## src/verilog/synth_latch_consts.svh

```systemverilog
// Constants of the synthesizer serial programming bank: field positions,
// address codes and reset values.
// Assumes inclusion by its bare name from the package or the design file.
`ifndef SYNTH_LATCH_CONSTS_SVH
`define SYNTH_LATCH_CONSTS_SVH

`define WORD_BITS            24
`define ADDR_LO_POS          0
`define ADDR_HI_POS          1
`define ADDR_CONTROL         2'h0
`define ADDR_REFERENCE       2'h1
`define ADDR_FEEDBACK        2'h2
`define ADDR_TEST            2'h3

// Control latch fields.
`define CTL_RESET_POS        4
`define CTL_POLARITY_POS     8
`define CTL_TRISTATE_POS     9
`define CTL_GAIN_POS         10
`define CTL_MUTE_POS         11
`define CTL_CUR_LO_POS       14
`define CTL_CUR_HI_POS       17
`define CTL_OUT_PWR_POS      12
`define CTL_CORE_PWR_POS     5

// Feedback divider latch fields.
`define FB_SWALLOW_POS       2
`define FB_MAIN_POS          8
`define FB_GAIN_POS          21
`define FB_HALVE_POS         22
`define FB_HALVED_SRC_POS    23

// Reference divider latch fields.
`define REF_DIV_POS          2
`define REF_BACKLASH_POS     16
`define REF_PRECISION_POS    18
`define REF_TEST_POS         19
`define REF_BAND_DIV_POS     20

// Lock counts for the two precision settings.
`define LOCK_COUNT_FINE      3'h5
`define LOCK_COUNT_COARSE    3'h3

// Reset values of the stored latches.
`define CONTROL_RESET        24'h000010
`define FEEDBACK_RESET       24'h000C02
`define REFERENCE_RESET      24'h000005

`endif

```

## src/verilog/synth_latch_pkg.sv

```systemverilog
// Types shared by the synthesizer serial programming bank.
// Assumes the constants header is on the include path.
package synth_latch_pkg;

    // Decoded control latch settings.
    typedef struct packed {
        logic [2:0] pump_current_lo;
        logic [2:0] pump_current_hi;
        logic [1:0] out_power;
        logic [1:0] core_power;
        logic       mute_until_lock;
        logic       pump_tristate;
        logic       detector_polarity;
        logic       counter_reset;
    } loop_cfg_t;

    // Decoded feedback divider latch settings.
    typedef struct packed {
        logic [4:0]  swallow_count;
        logic [12:0] main_count;
        logic        output_halve_en;
        logic        halved_prescaler_src;
    } feedback_cfg_t;

    // Decoded reference divider latch settings.
    typedef struct packed {
        logic [13:0] ref_div;
        logic [1:0]  backlash_width;
        logic        lock_precision;
        logic        factory_test_bit;
        logic [1:0]  band_clk_div;
    } reference_cfg_t;

    // Serial front end states.
    typedef enum logic [0:0] {
        LINK_IDLE,
        LINK_SHIFT
    } link_state_t;

endpackage

```

## src/verilog/synth_serial_latch_bank.sv

```systemverilog
// Serial programming bank of an integer-N synthesizer: a three-wire shift
// port fills one of four 24-bit latches, whose decoded settings leave here.
// Assumes SCLK, DATA and the load strobe are asynchronous pins well below
// a quarter of SYS_CLK_IN, and that lock and reference tick come from logic
// on SYS_CLK_IN.
//
// Operation
// - Pump currents come from low and high fields.
// - Control latch holds output and core power.
// - Mute bit blanks RF outputs until lock.
// - Gain bit picks current setting two or one.
// - Tristate bit floats the charge pump.
// - Polarity bit: one positive, zero negative.
// - Counter reset bit holds all dividers reset.
// - Feedback latch carries five-bit swallow count.
// - Feedback latch carries thirteen-bit main count.
// - Total division is modulus times main plus swallow.
// - One gain bit, latest write from either latch.
// - Feedback bit 22 enables output halving.
// - Feedback bit 23 feeds halved signal to prescaler.
// - Address zero-one loads the reference latch.
// - Reference latch carries fourteen-bit divide ratio.
// - Reference bits 16 and 17 set backlash width.
// - Lock after five or three good cycles.
// - Test bit zero ignores test latch.
// - Band clock divider slows band-select clock.
// - Shift on serial clock rise, load on strobe.
// - Address zero-zero loads the control latch.
// - Shifting and loading continue while powered down.
`include "synth_latch_consts.svh"

module synth_serial_latch_bank #(
    parameter int PRESCALER_MOD = 8
) (
    input  wire logic                          SYS_CLK_IN,
    input  wire logic                          ARST_N_IN,
    input  wire logic                          SCLK_IN,
    input  wire logic                          SDATA_IN,
    input  wire logic                          LOAD_STROBE_IN,
    input  wire logic                          PFD_GOOD_IN,
    input  wire logic                          REF_TICK_IN,
    output logic                               RF_ENABLE_OUT,
    output logic                               LOCKED_OUT,
    output logic [2:0]                         PUMP_CURRENT_OUT,
    output logic                               PUMP_TRISTATE_OUT,
    output logic                               PUMP_GAIN_SEL_OUT,
    output logic                               COUNTER_RESET_OUT,
    output logic                               BAND_CLK_OUT,
    output logic                               TEST_MODE_OUT,
    output logic [18:0]                        TOTAL_DIVIDE_OUT,
    output synth_latch_pkg::loop_cfg_t         LOOP_CFG_OUT,
    output synth_latch_pkg::feedback_cfg_t     FEEDBACK_CFG_OUT,
    output synth_latch_pkg::reference_cfg_t    REFERENCE_CFG_OUT
);

    logic [2:0]                    sclk_sync_q;
    logic [1:0]                    sdata_sync_q;
    logic [2:0]                    strobe_sync_q;
    logic                          sclk_rise;
    logic                          strobe_rise;
    logic                          load_now;
    logic [`WORD_BITS-1:0]         shift_q;
    logic [1:0]                    addr;
    synth_latch_pkg::link_state_t  link_state_q;
    logic [`WORD_BITS-1:0]         control_q;
    logic [`WORD_BITS-1:0]         feedback_q;
    logic [`WORD_BITS-1:0]         reference_q;
    logic [`WORD_BITS-1:0]         test_q;
    logic                          gain_q;
    logic [2:0]                    good_count_q;
    logic [2:0]                    lock_target;
    logic                          locked_q;
    logic [2:0]                    band_count_q;
    logic                          band_clk_q;
    logic [2:0]                    band_limit;

    // Pins pass two flip-flops; the third stage only serves edge detection.
    always_ff @(posedge SYS_CLK_IN or negedge ARST_N_IN) begin
        if (!ARST_N_IN) begin
            sclk_sync_q   <= 3'h0;
            sdata_sync_q  <= 2'h0;
            strobe_sync_q <= 3'h0;
        end else begin
            sclk_sync_q   <= {sclk_sync_q[1:0], SCLK_IN};
            sdata_sync_q  <= {sdata_sync_q[0], SDATA_IN};
            strobe_sync_q <= {strobe_sync_q[1:0], LOAD_STROBE_IN};
        end
    end

    assign sclk_rise   = sclk_sync_q[1] & ~sclk_sync_q[2];
    assign strobe_rise = strobe_sync_q[1] & ~strobe_sync_q[2];
    assign addr        = shift_q[`ADDR_HI_POS:`ADDR_LO_POS];

    // Shift register runs regardless of any power-down state.
    // New bits enter at the bottom, so the address ends in bits 1:0.
    always_ff @(posedge SYS_CLK_IN or negedge ARST_N_IN) begin
        if (!ARST_N_IN) begin
            shift_q <= 24'h000000;
        end else if (sclk_rise) begin
            shift_q <= {shift_q[`WORD_BITS-2:0], sdata_sync_q[1]};
        end
    end

    // Tracks whether bits have arrived since the last load.
    always_ff @(posedge SYS_CLK_IN or negedge ARST_N_IN) begin
        if (!ARST_N_IN) begin
            link_state_q <= synth_latch_pkg::LINK_IDLE;
        end else begin
            unique case (link_state_q)
                synth_latch_pkg::LINK_IDLE:
                    if (sclk_rise) link_state_q <= synth_latch_pkg::LINK_SHIFT;
                synth_latch_pkg::LINK_SHIFT:
                    if (strobe_rise) link_state_q <= synth_latch_pkg::LINK_IDLE;
            endcase
        end
    end

    // A strobe transfers only once fresh bits have arrived. A stray strobe
    // on an idle link leaves every latch and the shared gain bit as they are.
    assign load_now = strobe_rise && (link_state_q == synth_latch_pkg::LINK_SHIFT);

    // Latch transfer on strobe rise into the latch that the address picks.
    always_ff @(posedge SYS_CLK_IN or negedge ARST_N_IN) begin
        if (!ARST_N_IN) begin
            control_q   <= `CONTROL_RESET;
            feedback_q  <= `FEEDBACK_RESET;
            reference_q <= `REFERENCE_RESET;
            test_q      <= 24'h000000;
        end else if (load_now) begin
            unique case (addr)
                `ADDR_CONTROL:   control_q   <= shift_q;
                `ADDR_REFERENCE: reference_q <= shift_q;
                `ADDR_FEEDBACK:  feedback_q  <= shift_q;
                `ADDR_TEST:      test_q      <= shift_q;
            endcase
        end
    end

    // Single shared gain bit: whichever of the control and feedback latches was written last wins.
    always_ff @(posedge SYS_CLK_IN or negedge ARST_N_IN) begin
        if (!ARST_N_IN) begin
            gain_q <= 1'b0;
        end else if (load_now && addr == `ADDR_CONTROL) begin
            gain_q <= shift_q[`CTL_GAIN_POS];
        end else if (load_now && addr == `ADDR_FEEDBACK) begin
            gain_q <= shift_q[`FB_GAIN_POS];
        end
    end

    // Lock needs a run of good reference cycles; any bad one restarts it.
    assign lock_target = reference_q[`REF_PRECISION_POS] ?
                         `LOCK_COUNT_FINE : `LOCK_COUNT_COARSE;
    always_ff @(posedge SYS_CLK_IN or negedge ARST_N_IN) begin
        if (!ARST_N_IN) begin
            good_count_q <= 3'h0;
            locked_q     <= 1'b0;
        end else if (control_q[`CTL_RESET_POS]) begin
            good_count_q <= 3'h0;
            locked_q     <= 1'b0;
        end else if (REF_TICK_IN) begin
            if (!PFD_GOOD_IN) begin
                good_count_q <= 3'h0;
                locked_q     <= 1'b0;
            end else if (good_count_q + 3'h1 >= lock_target) begin
                good_count_q <= lock_target;
                locked_q     <= 1'b1;
            end else begin
                good_count_q <= good_count_q + 3'h1;
            end
        end
    end

    // Band-select clock: toggles every 1, 2, 4 or 8 reference ticks.
    always_comb begin
        unique case (reference_q[`REF_BAND_DIV_POS +: 2])
            2'h0:    band_limit = 3'h0;
            2'h1:    band_limit = 3'h1;
            2'h2:    band_limit = 3'h3;
            default: band_limit = 3'h7;
        endcase
    end
    always_ff @(posedge SYS_CLK_IN or negedge ARST_N_IN) begin
        if (!ARST_N_IN) begin
            band_count_q <= 3'h0;
            band_clk_q   <= 1'b0;
        end else if (control_q[`CTL_RESET_POS]) begin
            band_count_q <= 3'h0;
            band_clk_q   <= 1'b0;
        end else if (REF_TICK_IN) begin
            if (band_count_q >= band_limit) begin
                band_count_q <= 3'h0;
                band_clk_q   <= ~band_clk_q;
            end else begin
                band_count_q <= band_count_q + 3'h1;
            end
        end
    end

    // Registered decode of all settings onto the outputs.
    always_ff @(posedge SYS_CLK_IN or negedge ARST_N_IN) begin
        if (!ARST_N_IN) begin
            RF_ENABLE_OUT     <= 1'b0;
            LOCKED_OUT        <= 1'b0;
            PUMP_CURRENT_OUT  <= 3'h0;
            PUMP_TRISTATE_OUT <= 1'b0;
            PUMP_GAIN_SEL_OUT <= 1'b0;
            COUNTER_RESET_OUT <= 1'b1;
            BAND_CLK_OUT      <= 1'b0;
            TEST_MODE_OUT     <= 1'b0;
            TOTAL_DIVIDE_OUT  <= 19'h00000;
            LOOP_CFG_OUT      <= '0;
            FEEDBACK_CFG_OUT  <= '0;
            REFERENCE_CFG_OUT <= '0;
        end else begin
            RF_ENABLE_OUT <= ~control_q[`CTL_MUTE_POS] | locked_q;
            LOCKED_OUT    <= locked_q;
            PUMP_CURRENT_OUT <= gain_q ? control_q[`CTL_CUR_HI_POS +: 3]
                                       : control_q[`CTL_CUR_LO_POS +: 3];
            PUMP_TRISTATE_OUT <= control_q[`CTL_TRISTATE_POS];
            PUMP_GAIN_SEL_OUT <= gain_q;
            COUNTER_RESET_OUT <= control_q[`CTL_RESET_POS];
            BAND_CLK_OUT      <= band_clk_q;
            TEST_MODE_OUT     <= reference_q[`REF_TEST_POS] & |test_q;
            TOTAL_DIVIDE_OUT  <= 19'(PRESCALER_MOD) * 19'(feedback_q[`FB_MAIN_POS +: 13])
                                 + 19'(feedback_q[`FB_SWALLOW_POS +: 5]);
            LOOP_CFG_OUT.pump_current_lo   <= control_q[`CTL_CUR_LO_POS +: 3];
            LOOP_CFG_OUT.pump_current_hi   <= control_q[`CTL_CUR_HI_POS +: 3];
            LOOP_CFG_OUT.out_power         <= control_q[`CTL_OUT_PWR_POS +: 2];
            LOOP_CFG_OUT.core_power        <= control_q[`CTL_CORE_PWR_POS +: 2];
            LOOP_CFG_OUT.mute_until_lock   <= control_q[`CTL_MUTE_POS];
            LOOP_CFG_OUT.pump_tristate     <= control_q[`CTL_TRISTATE_POS];
            LOOP_CFG_OUT.detector_polarity <= control_q[`CTL_POLARITY_POS];
            LOOP_CFG_OUT.counter_reset     <= control_q[`CTL_RESET_POS];
            FEEDBACK_CFG_OUT.swallow_count <= feedback_q[`FB_SWALLOW_POS +: 5];
            FEEDBACK_CFG_OUT.main_count    <= feedback_q[`FB_MAIN_POS +: 13];
            FEEDBACK_CFG_OUT.output_halve_en      <= feedback_q[`FB_HALVE_POS];
            FEEDBACK_CFG_OUT.halved_prescaler_src <= feedback_q[`FB_HALVED_SRC_POS];
            REFERENCE_CFG_OUT.ref_div          <= reference_q[`REF_DIV_POS +: 14];
            REFERENCE_CFG_OUT.backlash_width   <= reference_q[`REF_BACKLASH_POS +: 2];
            REFERENCE_CFG_OUT.lock_precision   <= reference_q[`REF_PRECISION_POS];
            REFERENCE_CFG_OUT.factory_test_bit <= reference_q[`REF_TEST_POS];
            REFERENCE_CFG_OUT.band_clk_div     <= reference_q[`REF_BAND_DIV_POS +: 2];
        end
    end

endmodule // synth_serial_latch_bank

```

## config.mk

```make
export PLATFORM = sky130hd
export DESIGN_NAME = synth_serial_latch_bank
export DESIGN_NICKNAME = d
export VERILOG_FILES = /design/src/verilog/synth_latch_pkg.sv /design/src/verilog/synth_serial_latch_bank.sv
export VERILOG_INCLUDE_DIRS = /design/src /design/src/verilog
export SDC_FILE = /design/constraint.sdc
export NUM_CORES = 1
export LEC_CHECK = 0
export BUFFER_PORTS_ARGS = -buffer_cell sky130_fd_sc_hd__buf_2
export CORE_MARGIN = 2
export CORE_UTILIZATION = 55
export CTS_CLUSTER_SIZE = 24
export DETAILED_ROUTE_END_ITERATION = 16
export PLACE_DENSITY = 0.75
export SLEW_MARGIN = 20
export SYNTH_ARGS = -nofsm -noshare
export SYNTH_HDL_FRONTEND = slang
export SYNTH_SLANG_ARGS = --single-unit
```

## constraint.sdc

```tcl
create_clock -name SYS_CLK_IN -period 2.16 [get_ports SYS_CLK_IN]
set_input_delay 0.108 -clock SYS_CLK_IN [delete_from_list [all_inputs] [get_ports SYS_CLK_IN]]
set_output_delay 0.108 -clock SYS_CLK_IN [all_outputs]
set_load 0.1 [all_outputs]
```

==> results of run 1 <==
metrics by stage:
stage	area [µm²]	worst slack [ns]
floorplan	6978	0.3686
global placement	7621	0.3386
detailed placement	7621	0.1994
CTS	8300	0.2022
global route	8300	0.08270
finish	8300	0.2071
final cells by class:
cell class / count / share of cell area
Sequential cell: 197 / 0.5947
Inverter: 8 / 0.003618
Clock inverter: 11 / 0.01794
Tap cell: 172 / 0.02593
Timing Repair Buffer: 101 / 0.07220
Multi-Input combinational cell: 206 / 0.2278
Clock buffer: 21 / 0.05788
state kept, by name, indices dropped and copies added (netlist names), 2 cells and up:
name	flops
reference_q	20
feedback_q	20
LOOP_CFG_OUT	14
strobe_sync_q	3
sdata_sync_q	2
control_q	14
sclk_sync_q	3
test_q	24
FEEDBACK_CFG_OUT	20
REFERENCE_CFG_OUT	20
TOTAL_DIVIDE_OUT	14
good_count_q	3
band_count_q	3
PUMP_CURRENT_OUT	3
shift_q	24
how the worst max path moves through the flow:
stage / start / end / slack [ns] / cells after the start
4_1_cts: good_count_q[0]$_DFFE_PN0P_ / good_count_q[2]$_DFFE_PN0P_ / 0.20 / 7
3_3_place_gp: good_count_q[0]$_DFFE_PN0P_ / good_count_q[2]$_DFFE_PN0P_ / 0.34 / 7
3_5_place_dp: good_count_q[0]$_DFFE_PN0P_ / good_count_q[2]$_DFFE_PN0P_ / 0.20 / 7
5_1_grt: good_count_q[0]$_DFFE_PN0P_ / good_count_q[2]$_DFFE_PN0P_ / 0.08 / 7
2_1_floorplan: good_count_q[0]$_DFFE_PN0P_ / good_count_q[2]$_DFFE_PN0P_ / 0.37 / 7
6_report: good_count_q[0]$_DFFE_PN0P_ / good_count_q[2]$_DFFE_PN0P_ / 0.21 / 7
worst max-delay path, stage by stage, from the launching register on:
cell and delay, ns:
dfrtp_1 0.41, ha_1 0.25, xor2_1 0.15, ha_1 0.30, a21oi_1 0.23, nand2_1 0.15
o32ai_1 0.25, o2bb2ai_1 0.15
cell usage after synthesis:
cell type  number  area [µm²]
o22a_1          1       8.760
nor2_2          1       6.260
a21o_1          3       22.52
a21oi_1         7       35.03
mux2_4          3       45.04
mux2_1          1       11.26
inv_2           1       3.750
or3_1           1       6.260
nor3b_4         1       18.77
buf_6           2       22.52
nand3_1         4       20.02
nand4_1         4       25.02
dfstp_2         5       131.4
ha_1            9       112.6
nor2b_1         3       18.77
nand3b_1        1       7.510
o32ai_1         1       8.760
nand3_2         1       10.01
a31oi_1         1       6.260
mux2_2         97        1092
nand2_1        16       60.06
or4_1           1       7.510
xnor2_1         7       61.31
clkbuf_1        1       3.750
o21ai_0         4       20.02
nor3_4          1       16.27
a22oi_1         1       7.510
dfrtp_1       192        4805
nor4_1          6       37.54
nor3_1          2       10.01
buf_2           6       30.03
conb_1          1       3.750
buf_4           9       67.56
o2bb2ai_1       1       8.760
nor2_1          9       33.78
o21a_1          1       7.510
or2_2           1       6.260
xor2_1          5       43.79
inv_1           7       26.28
nand3b_4        1       20.02
nand2b_1        4       25.02
fa_1            1       20.02
mux2i_1         4       40.04
layer usage:
layer  part of all wire  up-vias
met5                  0        -
met4              0.022        0
met3              0.034       23
met2               0.50       77
met1               0.45     1896
li1                   -     1680
power breakdown:
part           leakage (nW)  switching [mW]  total (mW)  internal, mW
Clock                 0.313            1.31        3.26          1.95
Combinational          1.40            3.09        3.89         0.796
Sequential             2.61           0.628        5.17          4.54
Total                  4.32            5.02        12.3          7.28
cells by family after synthesis:
group	after synthesis
flops	197
mux	105
simple gates	57
buf+inv	26
compound gates	20
xor+xnor	12
fa+ha+maj	10
other cells	1
timing repair:
item                      4_1_cts  5_1_grt
hold buffers                    5        0
hold endpoints to repair       87        0
setup buffers                   0        0
==> summary.md, run 1 <==
| Metric | Value |
|---|---|
| Status | `finished, final reports clean` |
| Hold_ws | `0.08453 ns` |
| HP Start | `PFD_GOOD_IN` |
| Worst reg2reg startpoint | `good_count_q[0]$_DFFE_PN0P_` |
| Port Buf Inserts | `slightly below 90` |
| Combinational family with the most area after synthesis | `multiplexers` |
| CTS tree | `done` |
| M1 GR Usage | `0.2434` |
| Critical path data arrival time | `2.30 ns` |
| Mux contribution to synthesized area | `0.1704` |
| DR vias/cell | `5.134` |
| Hold Fails Final Rpt | `0` |
| ANT cells | `0` |
| Hold Path Class | `input pin to register` |
| DP HPWL | `roughly 7.6 mm` |
| TritonCTS Sinks | `197` |
| First-pass GRT wire length | `18.94 mm` |
| Fin cells | `716` |
| Initial antenna violation count | `0` |
| Post-synthesis xor/xnor area fraction | `0.01507` |
| Skew final | `0.006601 ns` |
| FF-to-FF setup slack | `0.21 ns` |
| Core area | `around 13000 µm²` |
| CP Launch Type | `register` |
| Largest net degree at the start of global routing | `89` |
| Residual DRC | `0` |
| Filler cells | `916` |
| Seq. cell area | `roughly 4900 µm²` |
| Area growth from synthesis to layout | `19.02%` |
| Post-Place Cells | `679` |
| Max Slew Vio Count | `0` |
| Pwr dens | `1483 nW/µm²` |
| Synth Warn # | `0` |
| Layout net count | `548` |
| LEAKAGE | `roughly 4.3 nW` |
| CP Max Fanout | `4` |
| Clk buf depth | `2` |
| Row cnt | `41` |
| Starting density of the core | `0.5572` |
| Post-Route WL | `11.57 mm` |
| Hold Crit Endpoint | `locked_q$_DFFE_PN0P_` |
| Setup violations, final | `0` |
| Total grt overflow | `0` |
| Clock Tree Root | `clkbuf_16` |
| 1st-pass router iterations | `4` |
| R2R depth | `7` |
| All-Layer GR Usage | `0.1872` |
| Setup_tns | `0 ns` |
| Post-synthesis sequential area ratio | `0.7078` |
| Max_cap viols | `0` |
| Peak VDD IR | `1.210 mV` |
| Area of the multi-input gates | `1891 µm²` |
| Post-Synth Simple-Gate Area | `0.04718` |
| Synthesized-area fraction occupied by adder cells | `0.01902` |
| Met2 usage | `0.3004` |
| # IOs | `90` |
| Period minus WS final | `between 1.5 and 2 ns` |
| Netlist cell types | `43` |
| Slew @ Worst Pin | `approximately 0.69 ns` |
| Setup Crit Path Kind | `register to register` |
| First-iteration detailed-routing DRC count | `between 150 and 200` |
| Routability cong. | `approximately 0.75` |
| Worst R2R End | `good_count_q[2]$_DFFE_PN0P_` |
| Die X | `roughly 120 µm` |
| Setup crit end kind | `register` |
| Critical Path RT | `2.51 ns` |
| Synth Area in Compound Gates | `0.01794` |
| Routed length per instance | `16.15 µm` |
| DRT antenna net count | `0` |
| Slew HR | `0.5406` |
| Post-Syn Area per Cell | `16.29 µm²` |
| Synth Register Bits | `197` |
| Syn Inst Count | `428` |
| RSZ-0062 raised after global routing | `false` |
| Fmax | `512.0 MHz` |
| Commonest cells after routing, fill and taps aside | `dfrtp_1, mux2_2, buf_2` |
| Clk slew on worst S/H paths | `0.07 ns` |
| Vias in the first global route | `3724` |
| Share of layout cells above drive strength 1 | `0.4430` |
| Vias | `3676` |
| Most Crowded Layer GR | `met2` |
| CTS H-tree lvls | `4` |
| Chip Height | `116.6 µm` |
| Met3 Usage GRT | `0.04515` |
| Worst-skew pair later-pin latency | `0.42 ns` |
| CTS buffer count | `17` |
| Hold path depth | `3` |
| Final Util | `0.6631` |
| Final clock period utilization by the worst path | `0.9041` |
| DIE AREA | `13600 µm²` |
| Post-CTS Resized | `0` |
| Total Power Consumption | `about 12 mW` |
| Most common cell after layout, fill and taps aside | `dfrtp_1` |
| Cell Area, Synth | `about 7000 µm²` |
Power figures use the tool's default switching activity.
==> run 2, diff against run 1 <==
--- a/config.mk
+++ b/config.mk
@@ -6,12 +6,15 @@
 export SDC_FILE = /design/constraint.sdc
 export NUM_CORES = 1
 export LEC_CHECK = 0
+export ABC_AREA = 0
 export BUFFER_PORTS_ARGS = -buffer_cell sky130_fd_sc_hd__buf_2
 export CORE_MARGIN = 2
 export CORE_UTILIZATION = 55
+export CTS_BUF_LIST = sky130_fd_sc_hd__clkbuf_16
 export CTS_CLUSTER_SIZE = 24
 export DETAILED_ROUTE_END_ITERATION = 16
 export PLACE_DENSITY = 0.75
+export RECOVER_POWER = 50
 export SLEW_MARGIN = 20
 export SYNTH_ARGS = -nofsm -noshare
 export SYNTH_HDL_FRONTEND = slang
==> summary.md, run 2 (synthesis gave the netlist of run 1 again) <==
| Metric | Value |
|---|---|
| Status | `finished, final reports clean` |
| Hold Path Class | `input pin to register` |
| Area growth from synthesis to layout | `17.81%` |
| Residual DRC | `0` |
| Die X | `116.6 µm` |
| Worst reg2reg startpoint | `good_count_q[0]$_DFFE_PN0P_` |
| TritonCTS Sinks | `197` |
| Area of the multi-input gates | `1891 µm²` |
| DR vias/cell | `about 5.2` |
| Period minus WS final | `about 2.0 ns` |
| Worst R2R End | `good_count_q[2]$_DFFE_PN0P_` |
| Hold path depth | `3` |
| Placement Cell Area | `7621 µm²` |
| Commonest cells after routing, fill and taps aside | `dfrtp_1, mux2_2, buf_2` |
| Core area | `approximately 13000 µm²` |
| Total grt overflow | `0` |
| Post-CTS Resized | `0` |
| Max Slew Vio Count | `0` |
| Port Buf Inserts | `87` |
| Peak VDD IR | `1.195 mV` |
| HP Start | `PFD_GOOD_IN` |
| CTS tree | `done` |
| Filler cells | `~930` |
| Final clock period utilization by the worst path | `0.9054` |
| Worst-skew pair later-pin latency | `0.42 ns` |
| Layout net count | `548` |
| Most common cell after layout, fill and taps aside | `dfrtp_1` |
| Slew HR | `0.2597` |
| CTS H-tree lvls | `4` |
| First-pass GRT wire length | `18.89 mm` |
| Critical Path RT | `between 2 and 3 ns` |
| Share of layout cells above drive strength 1 | `0.4301` |
| Setup violations, final | `0` |
| Fmax | `a little over 500 MHz` |
| Post-route cell area | `8217 µm²` |
| Pwr dens | `about 1500 nW/µm²` |
| CP Launch Type | `register` |
| Slew @ Worst Pin | `1.111 ns` |
| 1st-pass router iterations | `4` |
| DIE AREA | `13600 µm²` |
| Initial antenna violation count | `0` |
| Biggest registers after layout | `shift_q: 24 flops, test_q: 24 flops` |
| Hold buffers post-CTS | `5` |
| Row cnt | `41` |
| # IOs | `90` |
| Vias in the first global route | `3739` |
| R2R depth | `7` |
| FF-to-FF setup slack | `0.20 ns` |
| Post-CTS Setup Bufs | `0` |
| DRT antenna net count | `0` |
| Vias | `3698` |
| CP Max Fanout | `4` |
| First-iteration detailed-routing DRC count | `169` |
| Post-Route WL | `between 10 and 15 mm` |
| Hold Crit Endpoint | `locked_q$_DFFE_PN0P_` |
| Setup crit end kind | `register` |
| Seq. cell area | `approximately 4900 µm²` |
| CTS buffer count | `17` |
| Routed length per instance | `~16 µm` |
| Hold Fails Final Rpt | `0` |
| Setup Crit Path Kind | `register to register` |
| LEAKAGE | `4.280 nW` |
| Clk buf depth | `2` |
| Clk slew on worst S/H paths | `around 0.060 ns` |
| Max_cap viols | `0` |
| Routability cong. | `0.7461` |
| Skew final | `0.007589 ns` |
| DP HPWL | `7.587 mm` |
| All-Layer GR Usage | `0.1874` |
| Chip Height | `between 100 and 150 µm` |
| ANT cells | `0` |
| Critical path data arrival time | `2.30 ns` |
| Setup_tns | `0 ns` |
| Clock Tree Root | `clkbuf_16` |
| Largest net degree at the start of global routing | `89` |
| RSZ-0062 raised after global routing | `false` |
| Starting density of the core | `0.5572` |
==> run 2: cell count changes in the layout (fill, tap and decap cells not counted) <==
cell | before | now
clkbuf_4 | 0 | 4
clkbuf_8 | 5 | 0
dfstp_1 | 0 | 3
clkinv_1 | 0 | 4
buf_12 | 3 | 0
dfstp_2 | 5 | 2
==> run 2: cell type report <==
class | instances | share of cell area
timing repair buffer | 101 | 0.06761
clock inverter | 15 | 0.01995
tap | 172 | 0.02619
inverter | 8 | 0.003655
sequential | 197 | 0.6007
clock buffer | 17 | 0.05177
multi-input combinational | 206 | 0.2301
==> run 2: metrics by stage <==
stage / util / total power [mW] / std cells / worst slack [ns] / hold WS [ns]
6_report: 0.6564 / 12.13 / 716 / 0.2044 / 0.08544
5_1_grt: 0.6564 / 12.63 / 716 / 0.07781 / 0.1066
4_1_cts: 0.6599 / 12.25 / 716 / 0.1988 / 0.07334
3_5_place_dp: 0.6089 / 9.130 / 679 / 0.1994 / 0.2034
3_3_place_gp: 0.6089 / 9.033 / 679 / 0.3386 / 0.2005
2_1_floorplan: - / 8.360 / 429 / 0.3686 / -0.1876
==> run 2: how the worst max path moves through the flow <==
stage                                   to  cells after the start                        start
2_1_floorplan  good_count_q[2]$_DFFE_PN0P_                      7  good_count_q[0]$_DFFE_PN0P_
3_3_place_gp   good_count_q[2]$_DFFE_PN0P_                      7  good_count_q[0]$_DFFE_PN0P_
3_5_place_dp   good_count_q[2]$_DFFE_PN0P_                      7  good_count_q[0]$_DFFE_PN0P_
4_1_cts        good_count_q[2]$_DFFE_PN0P_                      7  good_count_q[0]$_DFFE_PN0P_
5_1_grt        good_count_q[2]$_DFFE_PN0P_                      7  good_count_q[0]$_DFFE_PN0P_
6_report       good_count_q[2]$_DFFE_PN0P_                      7  good_count_q[0]$_DFFE_PN0P_
==> run 2: metal layers <==
metal,vias up,track usage,wire (µm)
li1,1683,-,-
met1,1907,0.2432,4985
met2,84,0.3012,5782
met3,24,0.04515,438
met4,0,0.08941,284
met5,-,0,0
==> run 2: power breakdown <==
group          internal [mW]  switching, mW
clock                   1.81           1.29
sequential              4.53          0.629
combinational          0.787           3.09
total                   7.12           5.01
==> run 2: worst max-delay path, stage by stage, from the launching register on <==
cell and delay (ns):
dfrtp_1 0.41, ha_1 0.25, xor2_1 0.15, ha_1 0.30, a21oi_1 0.23, nand2_1 0.15
o32ai_1 0.25, o2bb2ai_1 0.15
